[src/hdl/vfd_ctrl_pkg.sv]
// What this block does
// [RULE1] Duty first byte: opcode 1010, duty bits 0-1
// [RULE2] Duty second byte holds duty bits 2-9
// [RULE3] Grid on-time duty/1024, capped at 960
// [RULE4] Reset clears duty register to zero
// [RULE5] Host sets duty before display on
// [RULE6] Digit command: opcode 0110, 4-bit count
// [RULE7] Count n scans grids 1..n, zero scans 16
// [RULE8] Reset clears digit count, all 16 scanned
// [RULE9] Host sets digit count before display on
// [RULE10] Lights command 1110: bit0 off, bit1 on
// [RULE11] Force-on beats force-off; neither shows content
// [RULE12] Reset: outputs low, force-off mode set
// [RULE13] Opcode 1111 enters standby, grids low, halted
// [RULE14] Reset during standby leaves it, reinitialises
// [RULE15] Chip select falling wakes from standby
// [RULE16] Host waits settle, then reraises chip select
// [RULE17] Host gives no shift clock before settle
// [RULE18] After standby force-off stays set
// [RULE19] Bytes LSB first on shift clock rising edge
// [RULE20] Bytes counted from chip select falling edge
// [RULE21] Grid slot is 1024 steps, duty steps high
// [RULE22] Duty committed only after second byte
package vfd_ctrl_pkg;

  // Clock and wake-up timing
  localparam int CLK_PERIOD_NS      = 20;
  localparam int OSC_SETTLE_TIME_NS = 10000;
  localparam int OSC_SETTLE_CYCLES  =
    (OSC_SETTLE_TIME_NS + CLK_PERIOD_NS - 1) / CLK_PERIOD_NS;
  localparam int STEP_CYCLES_DEF    = 4;

  // Command opcodes in bits 4 to 7
  localparam int       OPC_LSB    = 4;
  localparam logic [3:0] OP_DUTY    = 4'ha;
  localparam logic [3:0] OP_DIGITS  = 4'h6;
  localparam logic [3:0] OP_LIGHTS  = 4'he;
  localparam logic [3:0] OP_STANDBY = 4'hf;
  localparam logic [3:0] OP_DC_A    = 4'h8;
  localparam logic [3:0] OP_CG_A    = 4'h4;
  localparam logic [3:0] OP_AD_A    = 4'hc;
  localparam logic [3:0] OP_DC_B    = 4'h9;
  localparam logic [3:0] OP_CG_B    = 4'h5;
  localparam logic [3:0] OP_AD_B    = 4'hd;

  // Field positions
  localparam int LIGHT_OFF_BIT = 0;
  localparam int LIGHT_ON_BIT  = 1;

  // Widths and limits
  localparam int         BYTE_W    = 8;
  localparam int         DUTY_W    = 10;
  localparam int         DIGIT_W   = 4;
  localparam int         GRID_N    = 16;
  localparam logic [9:0] DUTY_MAX  = 10'h3c0;
  localparam logic [9:0] STEP_LAST = 10'h3ff;
  localparam logic [2:0] BIT_LAST  = 3'h7;

  // Reset values
  localparam logic [9:0] DUTY_RST      = 10'h000;
  localparam logic [3:0] DIGITS_RST    = 4'h0;
  localparam logic       FORCE_OFF_RST = 1'b1;
  localparam logic       FORCE_ON_RST  = 1'b0;

  // Operating modes
  typedef enum logic [1:0] {
    MODE_RUN     = 2'b00,
    MODE_STANDBY = 2'b01,
    MODE_SETTLE  = 2'b10
  } mode_t;

endpackage

[src/hdl/vfd_display_control_commands.sv]
`timescale 1ns/10ps

module vfd_display_control_commands
  import vfd_ctrl_pkg::*;
#(
  parameter int ANODE_W       = 72,
  parameter int STEP_CYCLES   = STEP_CYCLES_DEF,
  parameter int SETTLE_CYCLES = OSC_SETTLE_CYCLES
) (
  input  wire logic               clk_in,
  input  wire logic               rst_in,
  input  wire logic               cs_n_in,
  input  wire logic               shift_clock_n_in,
  input  wire logic               serial_data_in,
  input  wire logic [ANODE_W-1:0] anode_content_in,
  output logic      [GRID_N-1:0]  grid_output_out,
  output logic      [ANODE_W-1:0] anode_output_out,
  output logic      [DIGIT_W-1:0] digit_index_out,
  output logic      [BYTE_W-1:0]  rx_byte_out,
  output logic                    rx_strobe_out,
  output logic                    osc_enable_out
);

  localparam int PRE_W = $clog2(STEP_CYCLES + 1);
  localparam int SET_W = $clog2(SETTLE_CYCLES + 1);

  localparam logic [PRE_W-1:0] PRE_LAST =
    PRE_W'(STEP_CYCLES - 1);
  localparam logic [SET_W-1:0] SET_LAST =
    SET_W'(SETTLE_CYCLES - 1);

  // All state of the block
  typedef struct packed {
    logic [2:0]         cs_sync;
    logic [2:0]         sck_sync;
    logic [1:0]         sd_sync;
    mode_t              mode;
    logic [BYTE_W-1:0]  shift;
    logic [2:0]         bit_cnt;
    logic               duty_pending;
    logic [1:0]         duty_low;
    logic               data_mode;
    logic [DUTY_W-1:0]  duty;
    logic [DIGIT_W-1:0] digits;
    logic               force_off;
    logic               force_on;
    logic [PRE_W-1:0]   pre_cnt;
    logic [DUTY_W-1:0]  step_cnt;
    logic [DIGIT_W-1:0] digit;
    logic [SET_W-1:0]   settle_cnt;
    logic [BYTE_W-1:0]  rx_byte;
    logic               rx_strobe;
    logic [GRID_N-1:0]  grid;
    logic [ANODE_W-1:0] anode;
  } state_t;

  // Idle-high link lines start high to avoid false edges
  localparam state_t RESET_STATE = '{
    cs_sync:   3'h7,
    sck_sync:  3'h7,
    mode:      MODE_RUN,
    duty:      DUTY_RST,
    digits:    DIGITS_RST,
    force_off: FORCE_OFF_RST,
    force_on:  FORCE_ON_RST,
    default:   '0
  };

  state_t st;
  state_t next_st;

  // Next-state logic
  always_comb begin
    logic               cs_fall;
    logic               cs_low;
    logic               sck_rise;
    logic               sd_bit;
    logic [BYTE_W-1:0]  byte_now;
    logic [3:0]         opcode;
    logic [DUTY_W-1:0]  eff_duty;
    logic [DIGIT_W-1:0] last_digit;
    logic [GRID_N-1:0]  one_hot;

    cs_fall    = 1'b0;
    cs_low     = 1'b0;
    sck_rise   = 1'b0;
    sd_bit     = 1'b0;
    byte_now   = '0;
    opcode     = '0;
    eff_duty   = '0;
    last_digit = '0;
    one_hot    = '0;

    next_st = st;

    // Two-flop synchronisers plus edge history
    next_st.cs_sync  = {st.cs_sync[1:0], cs_n_in};
    next_st.sck_sync = {st.sck_sync[1:0], shift_clock_n_in};
    next_st.sd_sync  = {st.sd_sync[0], serial_data_in};
    next_st.rx_strobe = 1'b0;

    // Edges seen on synchronised lines only
    cs_fall  = st.cs_sync[2] & ~st.cs_sync[1];
    cs_low   = ~st.cs_sync[1];
    sck_rise = ~st.sck_sync[2] & st.sck_sync[1]; // [RULE19]
    sd_bit   = st.sd_sync[1];
    byte_now = {sd_bit, st.shift[BYTE_W-1:1]}; // [RULE19]
    opcode   = byte_now[BYTE_W-1:OPC_LSB];

    // Mode control and serial receiver
    unique case (st.mode)
      MODE_STANDBY: begin
        if (cs_fall) begin
          next_st.mode       = MODE_SETTLE; // [RULE15]
          next_st.settle_cnt = '0;
        end
      end

      MODE_SETTLE: begin
        // Link ignored until the oscillator is stable
        if (st.settle_cnt == SET_LAST) begin
          next_st.mode = MODE_RUN;
        end else begin
          next_st.settle_cnt = st.settle_cnt + 1'b1;
        end
        next_st.bit_cnt      = '0;
        next_st.duty_pending = 1'b0;
        next_st.data_mode    = 1'b0;
      end

      MODE_RUN: begin
        if (cs_fall) begin
          // Byte framing restarts at chip select falling
          next_st.bit_cnt      = '0; // [RULE20]
          next_st.duty_pending = 1'b0;
          next_st.data_mode    = 1'b0;
        end else if (cs_low && sck_rise) begin
          next_st.shift   = byte_now; // [RULE19]
          next_st.bit_cnt = st.bit_cnt + 1'b1;
          if (st.bit_cnt == BIT_LAST) begin
            // Full byte loads with no external strobe
            next_st.rx_byte   = byte_now; // [RULE20]
            next_st.rx_strobe = 1'b1;
            if (st.duty_pending) begin
              // Commit all ten bits together
              next_st.duty = {byte_now, st.duty_low}; // [RULE2] [RULE22]
              next_st.duty_pending = 1'b0;
            end else if (st.data_mode) begin
              // RAM data bytes belong to the RAM logic
              next_st.data_mode = 1'b1;
            end else begin
              unique case (opcode)
                OP_DUTY: begin
                  next_st.duty_low     = byte_now[1:0]; // [RULE1]
                  next_st.duty_pending = 1'b1; // [RULE22]
                end
                OP_DIGITS: begin
                  next_st.digits = byte_now[DIGIT_W-1:0]; // [RULE6]
                end
                OP_LIGHTS: begin
                  next_st.force_off = byte_now[LIGHT_OFF_BIT]; // [RULE10]
                  next_st.force_on  = byte_now[LIGHT_ON_BIT]; // [RULE10]
                end
                OP_STANDBY: begin
                  next_st.mode      = MODE_STANDBY; // [RULE13]
                  next_st.force_off = 1'b1; // [RULE18]
                  next_st.force_on  = 1'b0;
                end
                OP_DC_A,
                OP_CG_A,
                OP_AD_A,
                OP_DC_B,
                OP_CG_B,
                OP_AD_B: begin
                  next_st.data_mode = 1'b1;
                end
                default: begin
                  next_st.data_mode = st.data_mode;
                end
              endcase
            end
          end
        end
      end

      default: begin
        next_st.mode = MODE_RUN;
      end
    endcase

    // Duty limited to 960 steps of 1024
    eff_duty = (st.duty >= DUTY_MAX) ? DUTY_MAX : st.duty; // [RULE3]

    // Count zero means all sixteen grids
    last_digit = (st.digits == '0) ? DIGIT_W'(GRID_N - 1)
                                   : st.digits - 1'b1; // [RULE7] [RULE8]

    // Grid slot timing, cleared outside run mode
    if (st.mode == MODE_RUN) begin
      if (st.pre_cnt == PRE_LAST) begin
        next_st.pre_cnt  = '0;
        next_st.step_cnt = st.step_cnt + 1'b1; // [RULE21]
        if (st.step_cnt == STEP_LAST) begin
          if (st.digit >= last_digit) begin
            next_st.digit = '0; // [RULE7]
          end else begin
            next_st.digit = st.digit + 1'b1;
          end
        end
      end else begin
        next_st.pre_cnt = st.pre_cnt + 1'b1;
      end
    end else begin
      // Halted scan restarts from the first grid
      next_st.pre_cnt  = '0;
      next_st.step_cnt = '0;
      next_st.digit    = '0; // [RULE13]
    end

    // Selected grid high for duty steps of its slot
    one_hot = {{(GRID_N-1){1'b0}}, 1'b1} << st.digit;
    if (st.mode == MODE_RUN && st.step_cnt < eff_duty) begin
      next_st.grid = one_hot; // [RULE3] [RULE21]
    end else begin
      next_st.grid = '0; // [RULE13]
    end

    // Anode override, force-on has priority
    if (st.mode != MODE_RUN) begin
      next_st.anode = '0; // [RULE13]
    end else if (st.force_on) begin
      next_st.anode = '1; // [RULE11]
    end else if (st.force_off) begin
      next_st.anode = '0; // [RULE11] [RULE18]
    end else begin
      next_st.anode = anode_content_in; // [RULE11]
    end
  end

  // State register with synchronous reset
  always_ff @(posedge clk_in) begin
    if (rst_in) begin
      st <= RESET_STATE; // [RULE4] [RULE8] [RULE12] [RULE14]
    end else begin
      st <= next_st;
    end
  end

  // Outputs straight from state
  assign grid_output_out  = st.grid;
  assign anode_output_out = st.anode;
  assign digit_index_out  = st.digit;
  assign rx_byte_out      = st.rx_byte;
  assign rx_strobe_out    = st.rx_strobe;
  assign osc_enable_out   = (st.mode != MODE_STANDBY); // [RULE13] [RULE15]

endmodule

[config.mk]
export PLATFORM = sky130hd
export DESIGN_NAME = vfd_display_control_commands
export DESIGN_NICKNAME = d
export VERILOG_FILES = /design/src/hdl/vfd_ctrl_pkg.sv /design/src/hdl/vfd_display_control_commands.sv
export SDC_FILE = /design/constraint.sdc
export NUM_CORES = 1
export LEC_CHECK = 0
export ABC_AREA = 1
export BUFFER_PORTS_ARGS = -buffer_cell sky130_fd_sc_hd__buf_2
export CAP_MARGIN = 15
export CORE_ASPECT_RATIO = 0.75
export CORE_UTILIZATION = 36
export CTS_BUF_LIST = sky130_fd_sc_hd__clkbuf_2
export DETAILED_ROUTE_END_ITERATION = 16
export GPL_TIMING_DRIVEN = 0
export HOLD_SLACK_MARGIN = 0.02
export PLACE_DENSITY = 0.67
export SLEW_MARGIN = 20
export SYNTH_ARGS = -nofsm -noshare
export SYNTH_HDL_FRONTEND = slang
export SYNTH_SLANG_ARGS = --single-unit
[constraint.sdc]
create_clock -name clk_in -period 1.5 [get_ports clk_in]
set_input_delay 0.3 -clock clk_in [delete_from_list [all_inputs] [get_ports clk_in]]
set_output_delay 0.3 -clock clk_in [all_outputs]
set_load 0.1 [all_outputs]
# Yosys cells after proc, flatten, opt, wreduce, memory -nomap -nowiden
# Index checks and enable logic that the tools add are counted.
# totals
reg_bits	164
output_inout_bits	102
wordCells	130
# classes
reduce_logical	26
n_shift	1
n_lt_le_gt_ge	3
mux	34
bitwise	10
n_eq_ne	29
n_addsub	6
# op_table
operator	count
72-bit 2-to-1 mux	2
33-bit 2-to-1 mux	1
10-bit 2-to-1 mux	3
4-bit == test, second input constant	7
7-bit AND reduction	3
20-bit 2-to-1 mux	1
9-bit 2-to-1 mux	2
9-bit one-hot mux with 2 select lines	1
4-bit 2-to-1 mux	4
2-bit inequality test, second input constant	8
1-bit by 4-bit left shift with 16-bit output, first input constant	1
4-bit by 3-bit == test with 1-bit output, second input constant	3
2-bit 2-to-1 mux	6
6-bit 2-to-1 mux	2
10-bit by 1-bit adder with 10-bit output, second input constant	1
10-bit == test, second input constant	1
10-bit >= comparator, second input constant	1
10-bit less-than comparator	1
9-bit by 1-bit adder with 9-bit output, second input constant	1
9-bit == test, second input constant	1
3-bit 2-to-1 mux	3
3-bit inequality test, second input constant	3
3-bit AND reduction	3
1-bit inverter	8
other kinds (27)	42

# Depth between registers and ports, before layout
# Gate-level depths: netlist of run 1.
# depth
depth_word	9
mapped_depth	11

# Least setup slack after synthesis of run 1
# No wires, ideal clock.
# synth_path
path_kind	reg-to-reg
startpoint	register st[125] in the netlist's numbering
endpoint	register st, in the netlist digit_index_out[0]
path_slack_ps	-50
synth_period_minus_slack_ps	1550
stages_incl_launch_ff	12
arrival_time_ps	1486
path_cell_list	dfxtp_1 inv_1 ha_1 nand2_1 nand3_1 o21ai_0 ha_1 a21oi_1 nand3_1 nand2_1 nand2_1 nor2_1
# synth_via
elab_chain_cells	4
elab_cells_between_ends	5
# synth_rtl
item	line	rtl
from (decl)	vfd_display_control_commands.sv:69	state_t st;
from (signal assigned)	vfd_display_control_commands.sv:245	st <= next_st;
4-bit by 1-bit subtractor with 4-bit output or 4-bit zero test (tied branches)	vfd_display_control_commands.sv:196, vfd_display_control_commands.sv:195	
4-bit 2-to-1 mux *	vfd_display_control_commands.sv:195	last_digit = (st.digits == '0) ? DIGIT_W'(GRID_N - 1)
4-bit >= comparator *	vfd_display_control_commands.sv:204	if (st.digit >= last_digit) begin
4-bit 2-to-1 mux *	vfd_display_control_commands.sv:204	
# Every way passes the cells marked *; elsewhere a longest branch is shown, timed or not.
# A chain may end at the register's enable or synchronous reset.

# Final worst setup path of run 1
# layout_path
startpoint	register st[154] in the netlist's numbering
endpoint	output port osc_enable_out
# layout_via
elab_chain_cells	1
# layout_rtl
item	line	rtl
2-bit by 1-bit inequality test with 1-bit output	vfd_display_control_commands.sv:255	assign osc_enable_out = (st.mode != MODE_STANDBY);
to (decl)	vfd_display_control_commands.sv:21	output logic osc_enable_out
# No other way between the ends.

==> results of run 1 <==
## sequential cells by signal, indices dropped and copies added, names as in the netlist
register / cells
st: 57
rx_strobe_out: 1
rx_byte_out: 8
grid_output_out: 16
digit_index_out: 4
next_st: 5
anode_output_out: 72
## synth_stat cells, drive strengths merged
master / n / area [sq um]
xnor2: 3 / 26.3
o21ai: 38 / 190
ha: 26 / 325
nor2: 189 / 777
a21oi: 108 / 544
o211ai: 1 / 7.51
dfxtp: 163 / 3260
nand2: 101 / 417
or2: 5 / 31.3
nor3: 7 / 35.0
nand3: 27 / 165
a211oi: 2 / 15.0
inv: 68 / 255
nand3b: 1 / 7.51
clkbuf: 21 / 78.8
o21a: 1 / 7.51
o21bai: 1 / 7.51
and3: 2 / 12.5
nand4: 5 / 31.3
xor2: 1 / 8.76
buf: 110 / 810
## placed cells by master, fill, tap and decap left out, types with 7 or more instances in the layout
| cell | instances |
|---|---|
| nand2_2 | 13 |
| nand2_4 | 7 |
| buf_2 | 81 |
| nand2_1 | 81 |
| dfxtp_2 | 110 |
| buf_12 | 102 |
| o21ai_1 | 8 |
| inv_2 | 8 |
| inv_1 | 53 |
| dfxtp_4 | 9 |
| dlygate4sd3_1 | 77 |
| nor2_1 | 157 |
| ha_1 | 18 |
| dfxtp_1 | 44 |
| nand3_1 | 19 |
| ha_4 | 7 |
| buf_4 | 35 |
| o21ai_0 | 28 |
| nor2_2 | 24 |
| a21oi_1 | 103 |
| clkbuf_2 | 17 |
| clkbuf_1 | 19 |
## final timing paths
kind / end / from / cells after the start / slack [ns]
worst min-delay path: next_st[162]$_SDFF_PP1_ / cs_n_in / 3 / 0.28
worst max register to register: grid_output_out[13]$_SDFF_PP0_ / st[137]$_SDFFE_PP0P_ / 10 / -0.21
worst min register to register: next_st[160]$_SDFF_PP1_ / next_st[159]$_SDFF_PP1_ / 1 / 0.43
worst max-delay path: osc_enable_out / st[154]$_SDFFE_PP0P_ / 4 / -0.31
## stage by stage
step / utilization (%) / worst slack, ns / setup TNS [ns]
after CTS: 55.4 / -0.378 / -20.79
after global routing: 57.8 / -0.464 / -32.28
after detailed placement: 43.8 / -0.194 / -5.79
after global placement: 43.8 / -0.181 / -3.56
after floorplan: - / 0.00412 / 0
final: 57.8 / -0.313 / -14.70
## metal layers
metal	wire length (um)	vias up
met1	8460	2920
met3	1190	48
li1	-	3135
met2	9450	221
met4	560	0
met5	0	-
## what timing repair did
| action | in CTS | in global routing |
|---|---|---|
| buffers inserted | 14 | 24 |
| endpoints found under the setup margin | 213 | 196 |
| hold buffers | 77 | 0 |
| hold endpoints to repair | 87 | 0 |
| resized for setup | 555 | 87 |
| pin swaps | 17 | 33 |
| cloned | 0 | 2 |
## cell type report
class	instances	area, sq um	share of cell area (%)
repair buffers	294	3510	32.4
flip-flops and latches	163	3430	31.6
multi-input cells	519	2900	26.7
well taps	247	309	2.85
inverters	68	284	2.62
clock inverters	15	170	1.57
plain buffers	30	160	1.48
clock buffers	17	85.1	0.784
## kinds of logic (layout without fill, tap and decap cells)
| family | count (synthesis) | after routing | synth area share, % |
|---|---|---|---|
| and+or+nand+nor | 337 | 338 | 21.0 |
| buffers and inverters | 199 | 424 | 16.3 |
| DFF | 163 | 163 | 46.5 |
| AOI/OAI and AO/OA | 151 | 151 | 11.0 |
| adders and majority gates | 26 | 26 | 4.64 |
| xor gates and xnor gates | 4 | 4 | 0.499 |
## worst max-delay path, stage by stage, from the launching register on
cell	delay, ns
dfxtp_4	0.43
inv_6	0.04
nor2_4	0.12
inv_4	0.05
buf_12	0.16
## report_power, final
part	internal (mW)	leakage [nW]	switching (mW)
combinational	0.263	2.91	0.192
clock	0.815	0.149	1.75
sequential	4.34	1.38	0.0145
==> parameters.txt, run 1 <==
Parameter                              Value

Status
  Outcome ... finished with violations
  Violated checks ... negative setup slack

Timing
  Final clock skew ... roughly 0.040 ns
  Slew at the pin closest to its max-slew limit ... approximately 0.53 ns
  Fmax ... between 500 and 600 MHz
  Final hold viol count ... 0
  Post-route setup slack ... -0.313 ns
  Post-route minimum period ... 1.81 ns
  RSZ-0062 raised after global routing ... yes
  Final count of negative-setup-slack endpoints ... 122
  Final cycle utilization of the critical path ... 121%
  Worst hold slack after final layout ... about 0.28 ns
  Final Max Slew Viols ... 0
  Rel. slew slack ... 64.9%

Flow run
  Max-cap violation count ... 0

Detailed routing
  Post-route DRC ... 0
  Routed vias/inst ... about 4.7
  Number of nets still failing antenna checks after routing ... 0
  Routed wirelength normalized by instance count ... 14.5 um
  Vias after detailed routing ... roughly 6300
  Count of TritonRoute iterations in the first routing pass ... 7
  Number of violations reported at the end of detailed-routing iteration 0 ... 477
  Wire length reported by the detailed router ... 19.7 mm

Global route
  Met2 Track Usage GR ... approximately 31%
  Combined global-route utilization of all metal layers ... between 10% and 20%
  GR Util met3 ... under 10%
  Number of global-route vias before repair ... 5855
  Layer with the highest usage ... met2
  Initial antenna violation count ... 0
  Met1 layer usage reported by global route ... between 20% and 30%
  Remaining Overflow, GRT ... 0
  First-pass GRT wire length ... around 29 mm
  Pin count of the biggest net entering global routing ... 18

Floorplan
  Top-level I/O count ... 179
  Die Ht ... between 100 and 150 um
  Area of the die ... about 20000 sq um
  Starting density of the core ... between 30 and 40%
  Total number of placement rows ... 43
  Chip Width ... around 160 um
  Total core area ... 18800 sq um

Synth
  Library cells used by synthesis ... 33
  Sequential fraction of the synthesis area ... a little under half
  Summed instance area of the synthesized netlist ... ~7000 sq um
  Synthesized netlist cell count ... 880
  Number of warnings issued by yosys ... 0
  Average instance area after synthesis ... 7.97 sq um
  Nets in the synthesized netlist ... ~1000
  Number of register bits inferred by synthesis ... about 160

Final layout
  Number of nets in the layout ... between 1000 and 1500
  Finished layout cell area ... ~11000 sq um
  Antenna diodes ... 0
  Layout filler cell count ... around 1500
  Fin cells ... about 1400
  Proportion of layout cells with a drive suffix above 1 ... a little over two fifths
  Area added between synthesis and finish ... 54.7%

Worst setup path
  Worst path required time ... 1.20 ns
  Type of the setup path with the least slack ... flop to output port
  Category of the worst setup path capture point ... output port
  Largest driver fanout on the critical path ... 2
  Arrival time at the worst endpoint ... about 1.5 ns
  Kind of launch point of the worst setup path ... flop

Placement
  Final estimated routing congestion in global placement ... slightly below 0.8
  PortBufs ... 178
  Cell total after placement ... approximately 1300
  Placed standard-cell area ... ~8000 sq um
  DP HPWL ... around 11 mm

Clocking
  Buffer type at the clock tree root ... clkbuf_2
  Maximum count of clock buffers along a single path ... 2
  CTS tree ... yes
  Clock transition time at the flip-flop clock pins of the worst setup and hold paths ... between 0.2 and 0.25 ns
  Total clock buffers created by CTS ... 17
  Clock latency at the later pin of the worst-skew pair ... roughly 0.73 ns
  Clock sinks ... approximately 160
  Total number of H-tree levels ... 4

Power and ir drop
  Static Leakage ... roughly 4.4 nW
  Post-route total power ... between 7 and 8 mW
  Total power divided by cell area ... 680 nW/um^2
  Worst vdd rail ir drop ... 0.000511 V

Hold path
  Kind of path behind the tightest hold check ... primary input to flop
(Power assumes the default switching activity.)
==> run 2, diff against run 1 <==
--- a/config.mk
+++ b/config.mk
@@ -10,4 +10,5 @@
 export CAP_MARGIN = 15
 export CORE_ASPECT_RATIO = 0.75
+export CORE_MARGIN = 5
 export CORE_UTILIZATION = 36
 export CTS_BUF_LIST = sky130_fd_sc_hd__clkbuf_2
@@ -15,5 +16,4 @@
 export GPL_TIMING_DRIVEN = 0
 export HOLD_SLACK_MARGIN = 0.02
-export PLACE_DENSITY = 0.67
 export SLEW_MARGIN = 20
 export SYNTH_ARGS = -nofsm -noshare
==> constraint.sdc (replaced) <==
create_clock -name clk_in -period 1.5 [get_ports clk_in]
set_input_delay 0.075 -clock clk_in [delete_from_list [all_inputs] [get_ports clk_in]]
set_output_delay 0.075 -clock clk_in [all_outputs]
set_load 0.1 [all_outputs]
==> run 2 against run 1 <==
The run still ends with negative setup slack left. Critical path depth increased by 6. First-iteration DRC count shrank 15%. Non-clock buffer count up 5. Cell count grew 0.89%. Sequential share of layout area fell by 0.41 points. Worst setup slack better by 0.088 ns. Core utilization fell by 0.81 points. Sequential power barely moved.
==> parameters.txt, run 2 (same netlist as run 1, synthesis figures left out) <==
Parameter                              Value

Detailed routing
  Post-route DRC ... 0 (unchanged)
  Vias after detailed routing ... 6147 (was 6324)
  Wire length reported by the detailed router ... 19.7 mm (about the same)
  Number of violations reported at the end of detailed-routing iteration 0 ... 404 (was 477)
  Count of TritonRoute iterations in the first routing pass ... 5 (was 7)
  Routed vias/inst ... 4.50 (was 4.67)
  Number of nets still failing antenna checks after routing ... 0 (unchanged)
  Routed wirelength normalized by instance count ... 14.5 um (about the same)

Clocking
  Buffer type at the clock tree root ... clkbuf_2 (unchanged)
  Clock sinks ... 163 (unchanged)
  Clock transition time at the flip-flop clock pins of the worst setup and hold paths ... 0.26 ns (was 0.24 ns)
  Clock latency at the later pin of the worst-skew pair ... 0.73 ns (about the same)
  CTS tree ... yes (unchanged)
  Maximum count of clock buffers along a single path ... 2 (unchanged)
  Total clock buffers created by CTS ... 17 (unchanged)
  Total number of H-tree levels ... 4 (unchanged)

Final layout
  Fin cells ... 1365 (was 1353)
  Proportion of layout cells with a drive suffix above 1 ... 41.6% (was 42.9%)
  Finished layout cell area ... 11000 sq um (was 10900 sq um)
  Area added between synthesis and finish ... 56.6% (was 54.7%)
  Most common cell after layout, fill and taps aside ... nor2_1 (unchanged)
  Number of nets in the layout ... 1201 (was 1196)
  Flip-flop count of the largest register after layout ... 72 (unchanged)
  Final design utilization ... 57.0% (was 57.8%)
  Layout filler cell count ... 1665 (was 1543)
  Most frequent cells in the layout ... 164 x nor2_1, 107 x dfxtp_2, 104 x buf_12 (was 157 x nor2_1, 110 x dfxtp_2, 103 x a21oi_1)

Timing
  Final sum of negative setup slack ... -3.72 ns (was -14.70 ns)
  Final hold viol count ... 0 (unchanged)
  Final clock skew ... 0.0366 ns (was 0.0399 ns)
  Post-route minimum period ... 1.72 ns (was 1.81 ns)
  Fmax ... 580 MHz (was 552 MHz)
  Post-route setup slack ... -0.224 ns (was -0.313 ns)
  Final cycle utilization of the critical path ... 115% (was 121%)
  Final count of negative-setup-slack endpoints ... 21 (was 122)
  Slew at the pin closest to its max-slew limit ... 0.506 ns (was 0.527 ns)
  Rel. slew slack ... 66.2% (was 64.9%)
  Final Max Slew Viols ... 0 (unchanged)
  RSZ-0062 raised after global routing ... yes (unchanged)
  Worst hold slack after final layout ... 0.106 ns (was 0.283 ns)

Floorplan
  Starting density of the core ... 36.4% (was 37.4%)
  Area of the die ... 22400 sq um (was 20100 sq um)
  Total core area ... 19300 sq um (was 18800 sq um)
  Top-level I/O count ... 179 (unchanged)
  Total number of placement rows ... 44 (was 43)
  Die Ht ... 131 um (was 123 um)
  Chip Width ... 171 um (was 163 um)

Worst setup path
  Slowest-stage cell, CP ... dfxtp_2 (was dfxtp_4)
  Longest individual stage delay on the worst path ... 0.39 ns (was 0.43 ns)
  Kind of launch point of the worst setup path ... flop (unchanged)
  Largest driver fanout on the critical path ... 8 (was 2)
  Worst r2r path cells ... 10 (unchanged)
  Type of the setup path with the least slack ... flop to flop (was flop to output port)
  Arrival time at the worst endpoint ... 2.41 ns (was 1.51 ns)
  Launching instance or port of the critical path ... st[138]$_SDFFE_PP0P_ (was st[154]$_SDFFE_PP0P_)
  Worst path required time ... 2.18 ns (was 1.20 ns)
  Launch instance of the worst register-to-register path ... st[138]$_SDFFE_PP0P_ (was st[137]$_SDFFE_PP0P_)
  Cells along the critical path ... nand4_1, nand2_2, ha_4, nand2_1, nand2_1, nand2_2, a21oi_4, nor2_4, nand3_4, nor2_2 (was inv_6, nor2_4, inv_4, buf_12)
  Category of the worst setup path capture point ... flop (was output port)

Placement
  DP HPWL ... 12.3 mm (was 11.4 mm)
  Cell total after placement ... 1311 (was 1305)
  Final estimated routing congestion in global placement ... 0.828 (was 0.793)
  Placed standard-cell area ... 8230 sq um (was 8220 sq um)
  PortBufs ... 178 (unchanged)
  Worst slack at placement ... -0.231 ns (was -0.194 ns)

Hold path
  Kind of path behind the tightest hold check ... primary input to flop (unchanged)
  Worst Min Path Start ... anode_content_in[22] (was cs_n_in)
  Count of cells along the worst hold path ... 4 (was 3)

Global route
  Initial antenna violation count ... 0 (unchanged)
  Number of global-route vias before repair ... 5913 (was 5855)
  Combined global-route utilization of all metal layers ... 16.7% (was 18.8%)
  Pin count of the biggest net entering global routing ... 17 (was 18)
  Remaining Overflow, GRT ... 0 (unchanged)
  First-pass GRT wire length ... 29.9 mm (was 29.4 mm)

Flow run
  Max-cap violation count ... 0 (unchanged)

Power and ir drop
  Total power divided by cell area ... 688 nW/um^2 (was 680 nW/um^2)
  Worst vdd rail ir drop ... 0.000535 V (was 0.000511 V)
  Static Leakage ... 4.45 nW (was 4.43 nW)
  Post-route total power ... 7.55 mW (was 7.38 mW)

Status
  Outcome ... finished with violations (unchanged)
  Violated checks ... negative setup slack (unchanged)
-- run 2: cell types whose count changed in the layout (fill, tap and decap cells not counted), sizes merged --
cell,before,now
clkinv,6,5
bufinv,2,3
diode,0,1
dlygate4sd3,77,91
buf,225,218
clkinvlp,3,2
clkbuf,39,37
inv,72,73
-- run 2: critical path: cells and delay by family, from the launching register on --
kind,cells,cell delay (ns)
AND/OR/NAND/NOR,8,1.03
adder cells (fa/ha/maj),1,0.21
flip-flops,1,0.39
AO/OA/AOI/OAI,1,0.06
-- run 2: final timing paths --
| check | to | slack (ns) |
|---|---|---|
| worst max-delay path | grid_output_out[14]$_SDFF_PP0_ | -0.22 |
| worst min-delay path | anode_output_out[22]$_SDFF_PP0_ | 0.11 |
| worst max register to register | grid_output_out[14]$_SDFF_PP0_ | -0.22 |
| worst min register to register | st[157]$_SDFF_PP0_ | 0.43 |
-- run 2: what timing repair did --
action | CTS | global route
hold buffers | 86 | 5
gates resized for setup | 510 | 124
hold endpoints to repair | 122 | 5
setup endpoints to repair | 159 | 166
cloned | 0 | 3
setup buffers | 14 | 14
pin swaps | 19 | 24
-- run 2: area by class of cell --
type	instances	area [sq um]	share of cell area [%]
plain buffers	30	155	1.41
inverters	68	282	2.56
multi-input cells	519	2900	26.4
diodes	1	2.50	0.0228
clock buffers	17	85.1	0.775
repair buffers	299	3620	32.9
clock inverters	15	195	1.78
well taps	253	317	2.88
flip-flops and latches	163	3430	31.2
-- run 2: power by group --
group | internal, mW | switching, mW
registers | 4.34 | 0.0140
clock network | 0.985 | 1.71
logic | 0.295 | 0.205
total | 5.62 | 1.93
-- run 2: layer usage --
metal,GRT usage [%],vias up,part of all wire [%]
li1,-,3145,-
met1,21.0,2814,43
met2,28.3,162,49
met3,4.54,26,5.7
met4,5.12,0,1.6
met5,0,-,0
==> run 3, diff against run 2 <==
==> constraint.sdc (replaced) <==
create_clock -name clk_in -period 1.5 [get_ports clk_in]
set_input_delay 0.075 -clock clk_in [delete_from_list [all_inputs] [get_ports clk_in]]
set_output_delay 0.075 -clock clk_in [all_outputs]
set_load 0.01 [all_outputs]
==> run 3 against run 2 <==
The run still ends with negative setup slack left. Die area stayed put. Via count is 0.15% lower. Combinational power hardly changed. Power is 0.32% higher. Sequential power hardly changed. Cell count is 0.66% higher. Critical path depth stayed put. Global-route usage is 0.86 points lower. Design area is 8.6% lower. Count of clock-buffer cells in the layout stayed put. Non-clock buffer count is 11 higher. Critical path type unchanged. Largest power group unchanged. Highest routed layer unchanged.
==> parameters.txt, run 3 (same netlist as run 1, synthesis figures left out) <==
Parameter                              Value

Timing
  Final hold viol count ... 0 (unchanged)
  Post-route setup slack ... -0.192 ns (was -0.224 ns)
  Final Max Slew Viols ... 0 (unchanged)
  Slew at the pin closest to its max-slew limit ... 0.502 ns (was 0.506 ns)
  RSZ-0062 raised after global routing ... yes (unchanged)
  Final cycle utilization of the critical path ... 113% (was 115%)
  Final clock skew ... 0.0404 ns (was 0.0366 ns)
  Rel. slew slack ... 66.5% (was 66.2%)
  Fmax ... 591 MHz (was 580 MHz)
  Final count of negative-setup-slack endpoints ... 21 (unchanged)
  Post-route minimum period ... 1.69 ns (was 1.72 ns)

Detailed routing
  Wire length reported by the detailed router ... 18.8 mm (was 19.7 mm)
  Number of nets still failing antenna checks after routing ... 0 (unchanged)
  Vias after detailed routing ... 6138 (was 6147)
  Post-route DRC ... 0 (unchanged)
  Routed vias/inst ... 4.47 (was 4.50)
  Number of violations reported at the end of detailed-routing iteration 0 ... 365 (was 404)
  Count of TritonRoute iterations in the first routing pass ... 4 (was 5)
  Routed wirelength normalized by instance count ... 13.7 um (was 14.5 um)

Floorplan
  Chip Width ... 171 um (unchanged)
  Die Ht ... 131 um (unchanged)
  Starting density of the core ... 36.4% (unchanged)
  Top-level I/O count ... 179 (unchanged)
  Total number of placement rows ... 44 (unchanged)
  Area of the die ... 22400 sq um (unchanged)
  Total core area ... 19300 sq um (unchanged)

Power and ir drop
  Post-route total power ... 7.58 mW (was 7.55 mW)
  Worst vdd rail ir drop ... 0.000539 V (was 0.000535 V)
  Static Leakage ... 4.28 nW (was 4.45 nW)
  Total power divided by cell area ... 755 nW/um^2 (was 688 nW/um^2)

Global route
  Initial antenna violation count ... 0 (unchanged)
  Combined global-route utilization of all metal layers ... 15.9% (was 16.7%)
  Remaining Overflow, GRT ... 0 (unchanged)
  Number of global-route vias before repair ... 5924 (was 5913)
  First-pass GRT wire length ... 28.7 mm (was 29.9 mm)
  Pin count of the biggest net entering global routing ... 17 (unchanged)

Hold path
  Count of cells along the worst hold path ... 4 (unchanged)
  Kind of path behind the tightest hold check ... primary input to flop (unchanged)

Clocking
  Maximum count of clock buffers along a single path ... 2 (unchanged)
  CTS tree ... yes (unchanged)
  Buffer type at the clock tree root ... clkbuf_2 (unchanged)
  Clock latency at the later pin of the worst-skew pair ... 0.73 ns (about the same)
  Clock sinks ... 163 (unchanged)
  Clock transition time at the flip-flop clock pins of the worst setup and hold paths ... 0.26 ns (about the same)
  Total clock buffers created by CTS ... 17 (unchanged)
  Total number of H-tree levels ... 4 (unchanged)

Final layout
  Antenna diodes ... 0 (was 1)
  Most common cell after layout, fill and taps aside ... nor2_1 (unchanged)
  Flip-flop count of the largest register after layout ... 72 (unchanged)
  Proportion of layout cells with a drive suffix above 1 ... 37.6% (was 41.6%)
  Area added between synthesis and finish ... 43.0% (was 56.6%)
  Most frequent cells in the layout ... 169 x nor2_1, 104 x buf_6, 100 x a21oi_1 (was 164 x nor2_1, 107 x dfxtp_2, 104 x buf_12)
  Number of nets in the layout ... 1211 (was 1201)
  Fin cells ... 1374 (was 1365)
  Finished layout cell area ... 10000 sq um (was 11000 sq um)
  Final design utilization ... 52.1% (was 57.0%)

Placement
  DP HPWL ... 12.3 mm (unchanged)
  PortBufs ... 178 (unchanged)
  Placed standard-cell area ... 8230 sq um (unchanged)
  Final estimated routing congestion in global placement ... 0.828 (unchanged)
  Worst slack at placement ... -0.231 ns (unchanged)
  Cell total after placement ... 1311 (unchanged)

Worst setup path
  Category of the worst setup path capture point ... flop (unchanged)
  Longest individual stage delay on the worst path ... 0.38 ns (was 0.39 ns)
  Slowest-stage cell, CP ... dfxtp_2 (unchanged)
  Cell type with the highest occurrence count on the critical path ... nand2_1
  Largest driver fanout on the critical path ... 8 (unchanged)
  Type of the setup path with the least slack ... flop to flop (unchanged)
  Worst path required time ... 2.14 ns (was 2.18 ns)
  Kind of cell with the highest combined delay on the critical path ... simple AND/OR/NAND/NOR gates (unchanged)
  Worst r2r path cells ... 10 (unchanged)
  Minimum setup slack among reg-to-reg paths ... -0.19 ns (was -0.22 ns)
  Kind of launch point of the worst setup path ... flop (unchanged)
  Number of buffer and inverter instances along the worst setup path ... 1 (was 0)
  Arrival time at the worst endpoint ... 2.33 ns (was 2.41 ns)
  Cells along the critical path ... nand4_1, nand2_1, ha_4, nand2_1, inv_1, nand2_1, a21oi_2, nor2_4, nand3_4, nor2_1 (was nand4_1, nand2_2, ha_4, nand2_1, nand2_1, nand2_2, a21oi_4, nor2_4, nand3_4, nor2_2)
  Logic depth of the worst setup path including buffers ... 10 (unchanged)

Status
  Violated checks ... negative setup slack (unchanged)
  Outcome ... finished with violations (unchanged)

Flow run
  Max-cap violation count ... 0 (unchanged)
==> run 3: cell count changes in the layout (fill, tap and decap cells not counted), moves of 6 or more <==
cell / delta
buf_12: -103
buf_6: +97
dfxtp_1: +41
dfxtp_2: -39
buf_4: +7
buf_2: +6
==> run 3: path summary, 6_finish.rpt <==
check | to | start
worst min-delay path | anode_output_out[52]$_SDFF_PP0_ | anode_content_in[52]
worst max-delay path | grid_output_out[15]$_SDFF_PP0_ | st[136]$_SDFFE_PP0P_
worst max register to register | grid_output_out[15]$_SDFF_PP0_ | st[136]$_SDFFE_PP0P_
worst min register to register | st[157]$_SDFF_PP0_ | next_st[157]$_SDFF_PP0_
==> run 3: metrics by stage <==
step,hold WS (ns),setup TNS (ns)
finish,0.114,-3.36
global route,0.0242,-6.14
CTS,0.0225,-2.64
detailed placement,0.260,-4.94
global placement,0.257,-4.05
floorplan,0.179,0
==> run 3: where the power goes <==
group	leakage, nW	total, mW	internal, mW	switching, mW
combinational	2.76	0.501	0.300	0.201
sequential	1.35	4.36	4.35	0.0137
clock	0.164	2.71	0.986	1.73
==> run 3: repair_timing <==
action | 4_1_cts | 5_1_grt
buffers inserted | 13 | 15
resized for setup | 88 | 199
hold buffers | 86 | 9
setup endpoints to repair | 89 | 160
cloned | 0 | 2
hold endpoints to repair | 122 | 9
pin swaps | 16 | 28
==> run 3: tightest hold or removal path, stage by stage <==
cell           delay, ns
dlygate4sd3_1       0.52
buf_2               0.10
a21oi_1             0.05
nor2_1              0.08
==> run 3: cell type report <==
cell class                      instances  area (sq um)
Multi-Input combinational cell        518          2860
Timing Repair Buffer                  303          2720
Clock buffer                           17          85.1
Clock inverter                         15           195
Buffer                                 37           208
Tap cell                              253           317
Inverter                               68           279
Fill cell                            1828          9230
Sequential cell                       163          3370
==> run 3: layer usage <==
layer	global-route usage [%]	wire, um
met1	21.0	8650
met5	0	0
met2	26.0	8740
met4	4.47	407
met3	3.79	975
